## src/design/pecr_cfg.svh

```systemverilog
// Offsets, field positions, reset values and counts of the extended control registers
`ifndef PECR_CFG_SVH
`define PECR_CFG_SVH

// ==========================================================
// Register offsets on the management bus
`define PECR_OFS_CTRL_A 5'h13
`define PECR_OFS_CTRL_B 5'h14

// ==========================================================
// Field positions of extended_control_a
`define PECR_A_NODE_MODE 15
`define PECR_A_SPEED_SRC 14
`define PECR_A_REMOTE_FAULT 13
`define PECR_A_BANK_HI 12
`define PECR_A_BANK_LO 11
`define PECR_A_XOVER_EN 9
`define PECR_A_XOVER_MAN 8
`define PECR_A_HIZ 7
`define PECR_A_AUTO_PD 0

// Field positions of extended_control_b
`define PECR_B_DRIVE_BOOST 15

// ==========================================================
// Reset values and masks
`define PECR_A_RESET 16'h0201
`define PECR_A_WMASK 16'hdbff
`define PECR_B_RESET 16'h3fe9
`define PECR_BANK_LEGACY 2'h1

// ==========================================================
// Frame coding and counts
`define PECR_PREAMBLE_BITS 6'h20
`define PECR_HDR_LAST 6'h0c
`define PECR_DATA_BITS 6'h10
`define PECR_WDATA_LAST 6'h0f
`define PECR_OP_READ 2'h2
`define PECR_OP_WRITE 2'h1
`define PECR_STRAP_WAIT 2'h3

`endif

```

## src/design/pecr_pkg.sv

```systemverilog
// Types shared by the extended control register bank
package pecr_pkg;

  // Management frame states
  typedef enum logic [2:0] {
    PECR_S_PRE = 3'b000,
    PECR_S_HDR = 3'b001,
    PECR_S_RTA = 3'b010,
    PECR_S_RDATA = 3'b011,
    PECR_S_WTA = 3'b100,
    PECR_S_WDATA = 3'b101
  } pecr_state_t;

  // Control levels handed to the rest of the transceiver
  typedef struct packed {
    logic node_mode_repeater;
    logic speed_100;
    logic [1:0] bank_select;
    logic auto_crossover_enable;
    logic crossover_manual_select;
    logic line_output_hiz_enable;
    logic auto_power_down_100;
    logic drive_strength_boost;
  } pecr_ctrl_t;

endpackage

```

## src/design/pecr_top.sv

```systemverilog
// Extended control registers with their serial management slave
// Functional notes
// - Bit 15 of extended_control_a picks node (0) or unsupported repeater (1); reset from strap.
// - Bit 14 takes speed from the basic control speed bit (0) or only the live speed pin (1).
// - Bits 12:11 select bank 0 for 00 and 1x (offsets 0x14 up) or legacy bank 1 for 01; reset 00.
// - Bit 7 at 1 puts the twisted-pair line outputs in high impedance; reset 0 is normal.
// - Bit 0, reset 1, lets the 100 Mb/s section power down automatically; 0 forbids it.
// - Bit 15 of extended_control_b boosts digital output drive for 1.8 V I/O; reset 0 is normal.
`timescale 1ns/10ps
`include "pecr_cfg.svh"

module pecr_top (
  input wire logic clk_sys,
  input wire logic rst,
  input wire logic mdc_pin,
  input wire logic mdio_in,
  output logic mdio_out,
  output logic mdio_oe,
  input wire logic [4:0] phy_addr,
  input wire logic basic_speed_bit,
  input wire logic speed_pin,
  input wire logic remote_fault,
  input wire logic strap_node_mode,
  input wire logic strap_speed_src,
  output pecr_pkg::pecr_ctrl_t ctrl
);

  // ==========================================================
  // Pin synchronisers
  logic [3:0] sync1_reg;
  logic [3:0] sync2_reg;
  logic mdc_prev_reg;
  logic [1:0] strap_cnt_reg;
  logic strap_done_reg;
  logic speed_100_reg;
  logic [15:0] ctrl_a_reg;
  logic [15:0] ctrl_b_reg;
  pecr_pkg::pecr_state_t state_reg;
  logic [5:0] cnt_reg;
  logic [11:0] hdr_reg;
  logic [4:0] addr_reg;
  logic [15:0] shift_reg;

  // Order: mdc, mdio, speed pin, node strap; the speed-source strap is sampled alone
  logic strap_src_s1_reg;
  logic strap_src_s2_reg;
  always_ff @(posedge clk_sys or posedge rst)
  begin
    if (rst)
    begin
      sync1_reg <= 4'h0;
      sync2_reg <= 4'h0;
      strap_src_s1_reg <= 1'b0;
      strap_src_s2_reg <= 1'b0;
      mdc_prev_reg <= 1'b0;
    end
    else
    begin
      sync1_reg <= {mdc_pin, mdio_in, speed_pin, strap_node_mode};
      sync2_reg <= sync1_reg;
      strap_src_s1_reg <= strap_speed_src;
      strap_src_s2_reg <= strap_src_s1_reg;
      mdc_prev_reg <= sync2_reg[3];
    end
  end

  // ==========================================================
  // Frame decode
  wire mdc_rise = sync2_reg[3] & ~mdc_prev_reg;
  wire mdio_bit = sync2_reg[2];
  wire speed_pin_s = sync2_reg[1];
  wire strap_node_s = sync2_reg[0];
  wire [12:0] hdr_full = {hdr_reg, mdio_bit};
  wire [1:0] bank = ctrl_a_reg[`PECR_A_BANK_HI:`PECR_A_BANK_LO];
  wire bank_legacy = (bank == `PECR_BANK_LEGACY);
  wire hit_a = (hdr_full[4:0] == `PECR_OFS_CTRL_A);
  // Offset 0x14 belongs to the extended map, so legacy bank leaves it to others
  wire hit_b = (hdr_full[4:0] == `PECR_OFS_CTRL_B) & ~bank_legacy;
  wire frame_ok = hdr_full[12] & (hdr_full[9:5] == phy_addr) & (hit_a | hit_b);
  wire is_read = frame_ok & (hdr_full[11:10] == `PECR_OP_READ);
  wire is_write = frame_ok & (hdr_full[11:10] == `PECR_OP_WRITE);
  wire [15:0] wdata = {shift_reg[14:0], mdio_bit};
  wire wr_fire = mdc_rise & (state_reg == pecr_pkg::PECR_S_WDATA) & (cnt_reg == `PECR_WDATA_LAST);
  wire wr_a = wr_fire & (addr_reg == `PECR_OFS_CTRL_A);
  wire wr_b = wr_fire & (addr_reg == `PECR_OFS_CTRL_B);
  // Status bits are live, not stored
  wire [15:0] fault_bit = {15'h0000, remote_fault} << `PECR_A_REMOTE_FAULT;
  wire [15:0] read_a = (ctrl_a_reg & `PECR_A_WMASK) | fault_bit;
  wire [15:0] rdata = (addr_reg == `PECR_OFS_CTRL_A) ? read_a : ctrl_b_reg;
  wire strap_load = (strap_cnt_reg == `PECR_STRAP_WAIT) & ~strap_done_reg;

  // ==========================================================
  // Strap capture, delayed until the synchronisers hold settled levels
  always_ff @(posedge clk_sys or posedge rst)
  begin
    if (rst)
    begin
      strap_cnt_reg <= 2'h0;
      strap_done_reg <= 1'b0;
    end
    else if (strap_cnt_reg != `PECR_STRAP_WAIT)
      strap_cnt_reg <= strap_cnt_reg + 2'h1;
    else
      strap_done_reg <= 1'b1;
  end

  // ==========================================================
  // Register storage; read-only bits never take written values
  always_ff @(posedge clk_sys or posedge rst)
  begin
    if (rst)
      ctrl_a_reg <= `PECR_A_RESET;
    else if (strap_load)
    begin
      ctrl_a_reg[`PECR_A_NODE_MODE] <= strap_node_s;
      ctrl_a_reg[`PECR_A_SPEED_SRC] <= strap_src_s2_reg;
    end
    else if (wr_a)
      ctrl_a_reg <= wdata & `PECR_A_WMASK;
  end

  always_ff @(posedge clk_sys or posedge rst)
  begin
    if (rst)
      ctrl_b_reg <= `PECR_B_RESET;
    else if (wr_b)
      ctrl_b_reg <= wdata;
  end

  always_ff @(posedge clk_sys or posedge rst)
  begin
    if (rst)
      speed_100_reg <= 1'b0;
    else
      speed_100_reg <= ctrl_a_reg[`PECR_A_SPEED_SRC] ? speed_pin_s : basic_speed_bit;
  end

  // ==========================================================
  // Management frame engine, one step per MDC rising edge
  always_ff @(posedge clk_sys or posedge rst)
  begin
    if (rst)
    begin
      state_reg <= pecr_pkg::PECR_S_PRE;
      cnt_reg <= 6'h00;
      hdr_reg <= 12'h000;
      addr_reg <= 5'h00;
      shift_reg <= 16'h0000;
      mdio_out <= 1'b0;
      mdio_oe <= 1'b0;
    end
    else if (mdc_rise)
    begin
      case (state_reg)
        pecr_pkg::PECR_S_PRE:
        begin
          // A zero before a full preamble restarts the count
          if (mdio_bit)
          begin
            if (cnt_reg != `PECR_PREAMBLE_BITS)
              cnt_reg <= cnt_reg + 6'h01;
          end
          else if (cnt_reg == `PECR_PREAMBLE_BITS)
          begin
            state_reg <= pecr_pkg::PECR_S_HDR;
            cnt_reg <= 6'h00;
          end
          else
            cnt_reg <= 6'h00;
        end
        pecr_pkg::PECR_S_HDR:
        begin
          hdr_reg <= hdr_full[11:0];
          cnt_reg <= cnt_reg + 6'h01;
          if (cnt_reg == `PECR_HDR_LAST)
          begin
            cnt_reg <= 6'h00;
            addr_reg <= hdr_full[4:0];
            if (is_read)
              state_reg <= pecr_pkg::PECR_S_RTA;
            else if (is_write)
              state_reg <= pecr_pkg::PECR_S_WTA;
            else
              state_reg <= pecr_pkg::PECR_S_PRE;
          end
        end
        pecr_pkg::PECR_S_RTA:
        begin
          // Second turnaround bit is driven low
          mdio_oe <= 1'b1;
          mdio_out <= 1'b0;
          shift_reg <= rdata;
          state_reg <= pecr_pkg::PECR_S_RDATA;
        end
        pecr_pkg::PECR_S_RDATA:
        begin
          if (cnt_reg == `PECR_DATA_BITS)
          begin
            mdio_oe <= 1'b0;
            mdio_out <= 1'b0;
            cnt_reg <= 6'h00;
            state_reg <= pecr_pkg::PECR_S_PRE;
          end
          else
          begin
            mdio_out <= shift_reg[15];
            shift_reg <= {shift_reg[14:0], 1'b0};
            cnt_reg <= cnt_reg + 6'h01;
          end
        end
        pecr_pkg::PECR_S_WTA:
        begin
          cnt_reg <= cnt_reg + 6'h01;
          if (cnt_reg == 6'h01)
          begin
            cnt_reg <= 6'h00;
            state_reg <= pecr_pkg::PECR_S_WDATA;
          end
        end
        pecr_pkg::PECR_S_WDATA:
        begin
          shift_reg <= wdata;
          cnt_reg <= cnt_reg + 6'h01;
          if (cnt_reg == `PECR_WDATA_LAST)
          begin
            cnt_reg <= 6'h00;
            state_reg <= pecr_pkg::PECR_S_PRE;
          end
        end
        default:
        begin
          state_reg <= pecr_pkg::PECR_S_PRE;
          cnt_reg <= 6'h00;
          mdio_oe <= 1'b0;
        end
      endcase
    end
  end

  // ==========================================================
  // Control outputs, all straight from flops
  // line tri-state control
  assign ctrl.line_output_hiz_enable = ctrl_a_reg[`PECR_A_HIZ];
  assign ctrl.auto_power_down_100 = ctrl_a_reg[`PECR_A_AUTO_PD];
  assign ctrl.node_mode_repeater = ctrl_a_reg[`PECR_A_NODE_MODE];
  assign ctrl.speed_100 = speed_100_reg;
  assign ctrl.bank_select = bank;
  assign ctrl.auto_crossover_enable = ctrl_a_reg[`PECR_A_XOVER_EN];
  assign ctrl.crossover_manual_select = ctrl_a_reg[`PECR_A_XOVER_MAN];
  assign ctrl.drive_strength_boost = ctrl_b_reg[`PECR_B_DRIVE_BOOST];

  // ==========================================================
  // Assertions
  a_strap_node_load:
    assert property (@(posedge clk_sys) disable iff (rst)
      $rose(strap_done_reg) |-> ctrl.node_mode_repeater == $past(strap_node_s))
    else $error("node mode not loaded from strap");

  a_speed_source_mux:
    assert property (@(posedge clk_sys) disable iff (rst)
      ##1 ctrl.speed_100 == ($past(ctrl_a_reg[`PECR_A_SPEED_SRC]) ?
        $past(speed_pin_s) : $past(basic_speed_bit)))
    else $error("speed not taken from selected source");

  a_legacy_bank_skip:
    assert property (@(posedge clk_sys) disable iff (rst)
      (mdc_rise && state_reg == pecr_pkg::PECR_S_HDR && cnt_reg == `PECR_HDR_LAST
        && bank_legacy && hdr_full[4:0] == `PECR_OFS_CTRL_B) |=>
        state_reg == pecr_pkg::PECR_S_PRE)
    else $error("extended offset answered in legacy bank");

  a_hiz_follows_write:
    assert property (@(posedge clk_sys) disable iff (rst)
      wr_a |=> (ctrl.line_output_hiz_enable == $past(wdata[`PECR_A_HIZ]))
        ##1 (ctrl.line_output_hiz_enable == $past(wdata[`PECR_A_HIZ], 2)))
    else $error("tri-state control did not take written value");

  a_auto_pd_write:
    assert property (@(posedge clk_sys) disable iff (rst)
      wr_a |=> ctrl.auto_power_down_100 == $past(wdata[`PECR_A_AUTO_PD]))
    else $error("power-down permit did not take written value");

  a_drive_boost_hold:
    assert property (@(posedge clk_sys) disable iff (rst)
      !wr_b |=> $stable(ctrl.drive_strength_boost))
    else $error("drive strength changed without a write");

endmodule // pecr_top

```

## config.mk

```make
export PLATFORM = sky130hd
export DESIGN_NAME = pecr_top
export DESIGN_NICKNAME = d
export VERILOG_FILES = /design/src/design/pecr_pkg.sv /design/src/design/pecr_top.sv
export VERILOG_INCLUDE_DIRS = /design/src /design/src/design
export SDC_FILE = /design/constraint.sdc
export NUM_CORES = 1
export LEC_CHECK = 0
export ABC_CLOCK_PERIOD_IN_PS = 2700
export BUFFER_PORTS_ARGS = -buffer_cell sky130_fd_sc_hd__buf_2
export CAP_MARGIN = 40
export CELL_PAD_IN_SITES_DETAIL_PLACEMENT = 1
export CELL_PAD_IN_SITES_GLOBAL_PLACEMENT = 1
export CORE_MARGIN = 5
export CORE_UTILIZATION = 45
export DETAILED_ROUTE_END_ITERATION = 12
export PLACE_DENSITY = 0.86
export SETUP_SLACK_MARGIN = 0.02
export SKIP_LAST_GASP = 1
export SYNTH_ARGS = -nofsm -noshare
export SYNTH_HDL_FRONTEND = slang
export SYNTH_SLANG_ARGS = --single-unit
export TNS_END_PERCENT = 5
```

## constraint.sdc

```tcl
create_clock -name clk_sys -period 2.7 [get_ports clk_sys]
set_clock_uncertainty 0.05 [all_clocks]
set_input_delay 0.54 -clock clk_sys [delete_from_list [all_inputs] [get_ports clk_sys]]
set_output_delay 0.54 -clock clk_sys [all_outputs]
set_load 0.01 [all_outputs]
```

==> key figures <==
Status
  – Status: completed

Final layout
  – Share of layout cells above drive strength 1: 32.2%
  – Final #Nets: 379
  – Area Overhead vs Synth: 8.09%
  – Ant. Diodes: 0
  – Design area: 4580 sq um
  – Layout Cells excl Fill: 477

Drt
  – Via-to-Cell Ratio: 5.79
  – TritonRoute pass-1 iters: 4
  – Remaining routing DRC violations: 0
  – Vias: 2764
  – DR WL/cell: 18.5 microns
  – Post-Route WL: 8830 microns
  – DRT antenna net count: 0
  – Initial DRC count: 150

Power
  – Total power: 3.46 mW
  – Leak: 2.32 nW
  – VDD IR max: 0.334 mV
  – Power per cell area: 756 nW/um^2

STA
  – Tmin final: 2260 ps
  – Final hold vios: 0
  – Final hold slack: 228 ps
  – Setup violations, final: 0
  – Fin. max-slew vios: 0
  – Max_slew headroom: 62.1%
  – Max Clk Rate: 442 MHz
  – RSZ-0062 raised after global routing: no
  – Setup TNS: 0 ps
  – Worst slew pin tran: 565 ps
  – Fin crit share: 83.8%

Logic synthesis
  – Cell taking the most area after synthesis: dfrtp_1
  – Top post-synthesis cells by area: dfrtp_1 45%, mux2_2 10%, dfstp_2 8.1%, mux2i_1 3.8%, mux2_4 3.5%
  – Synth top area share: 44.9%
  – Mean Syn Cell Area: 12.1 sq um
  – Count of cell types in the netlist: 56
  – Net Count, Synth: 367
  – Top-count cell post-synth: dfrtp_1
  – Synth Cell Area: 4240 sq um
  – FFs w/ async S/R, synth: 100%
  – EDFF count, synth: 0
  – Sequential area share after synthesis: 52.9%
  – Number of synthesized register bits: 89
  – Yosys synthesis warning count: 0
  – Top_reg_cell synth: dfrtp_1
  – Cells after synthesis: 349
  – Most frequent cells after synthesis: 76 x dfrtp_1, 38 x mux2_2, 23 x nor2_1

Clock tree
  – Resized cells post-CTS: 0
  – CTS tree: done
  – Longest Clk Path Bufs: 2
  – CTS clk-pin slew, worst paths: 100 ps
  – Postcts setup bufs: 0
  – H-tree depth: 3
  – CTS hold repair buffers: 0
  – Clock sink count: 89
  – Total CTS buffers: 9
  – Worst-Skew Late Latency: 360 ps
  – Root Driver: clkbuf_8

Setup path
  – Critical path buffer and inverter count: 1
  – Largest stage delay, worst path: 450 ps
  – CP arrival: 2460 ps
  – Worst Path Max Fanout: 8
  – Max stage delay cell, worst path: dfrtp_1
  – Critical path class: register to register
  – WP data required: 2890 ps
  – Setup crit start kind: register
  – Worst-path cell chain: inv_1 -> ha_1 -> nand3b_1 -> o221a_2 -> a311o_1 -> o41ai_1 -> o21ai_1
  – CP top delay family: compound AO/OA/AOI/OAI gates
  – Crit end category: register

Flow run
  – Max-cap violations: 0

Global route
  – Global-route wire length before repair: 15200 microns
  – All-layer global routing usage: 16.7%
  – Gr ovfl total: 0
  – Vias in the first global route: 3004
  – Initial antenna violation count: 0
  – Largest net degree at the start of global routing: 90

Place
  – Placed Instance Area: 4390 sq um
  – Hpwl dp: 5770 microns
  – I/O Buffers: 24
  – Placed Cells: 461
  – GPL Wtd Cong: 0.806

Die
  – Chip Height: 107 microns
  – Number of I/O pins: 25
  – Die X: 107 microns
  – Initial Util: 46.1%
  – Die area: 11500 sq um
  – Core Region: 9200 sq um
  – Row count: 35

Min path
  – HP Class: primary input to register
-- per-stage QoR --
stage / worst slack [ps] / util (%)
2_1_floorplan: 769 / -
3_3_place_gp: 588 / 47.8
3_5_place_dp: 442 / 47.8
4_1_cts: 428 / 49.8
5_1_grt: 290 / 49.8
6_report: 437 / 49.8
-- cell type report --
type	count	area [sq um]
fillers	974	4620
multi-input cells	222	1800
clock buffers	10	138
repair buffers	30	178
inverters	9	37.5
flip-flops and latches	89	2240
clock inverters	6	50.0
well taps	111	139
-- where the power goes --
group	leakage [nW]	switching, mW	internal (mW)	total, mW
registers	1.12	0.307	1.53	1.84
logic	1.10	0.424	0.325	0.749
clock network	0.0948	0.504	0.371	0.875
total	2.32	1.24	2.23	3.46
-- metal layers --
metal	up-vias	routed length [microns]	track usage, %
met4	0	217	7.49
met3	19	264	3.19
met2	48	4340	27.3
li1	1274	-	-
met5	-	0	0
met1	1423	4010	21.4
-- path summary, 6_finish.rpt --
check,startpoint,end,slack (ps),depth (start not counted)
max in group asynchronous,rst,ctrl_b_reg[11],1980,3
min in group asynchronous,rst,sync1_reg[2],250,3
worst min register to register,sync1_reg[0],sync2_reg[0],310,0
worst max-delay path,cnt_reg[0],state_reg[2],440,7
worst max register to register,cnt_reg[0],state_reg[2],440,7
worst min-delay path,strap_node_mode,sync1_reg[0],230,1
-- cells in the final DEF (no fill, tap or decap), types with 2 or more instances in the layout --
cell type,count
a211oi_1,15
a21o_1,14
a21oi_1,3
a311oi_1,3
a31oi_1,2
and3_1,2
buf_2,24
buf_4,5
clkbuf_8,10
clkinv_4,2
clkinvlp_4,2
dfrtp_1,76
dfstp_2,13
ha_1,4
inv_1,8
mux2_2,38
mux2_4,10
mux2i_1,16
nand2_1,18
nand2b_1,4
nand3_1,3
nand3b_1,5
nor2_1,23
nor2b_1,4
o211ai_1,6
o21ai_0,11
o21ai_1,3
o41ai_1,2
or4_1,2
xor2_1,6
-- cells by family (layout without fill, tap and decap cells) --
kind of cell,count (synthesis),count (layout),synth area share [%]
flops,89,89,52.9
simple gates,76,76,10.1
compound gates,71,71,12.1
mux,64,64,17.4
buf+inv,38,55,4.78
xor+xnor,7,7,1.45
fa+ha+maj,4,4,1.18
-- worst reg2reg max path: cells and delay by family, from the launching register on --
family,cells,cell delay (ps)
DFF,1,450
buffers and inverters,1,80
adders and majority gates,1,260
AOI/OAI and AO/OA,4,1210
and+or+nand+nor,1,100
(Power assumes the default switching activity.)
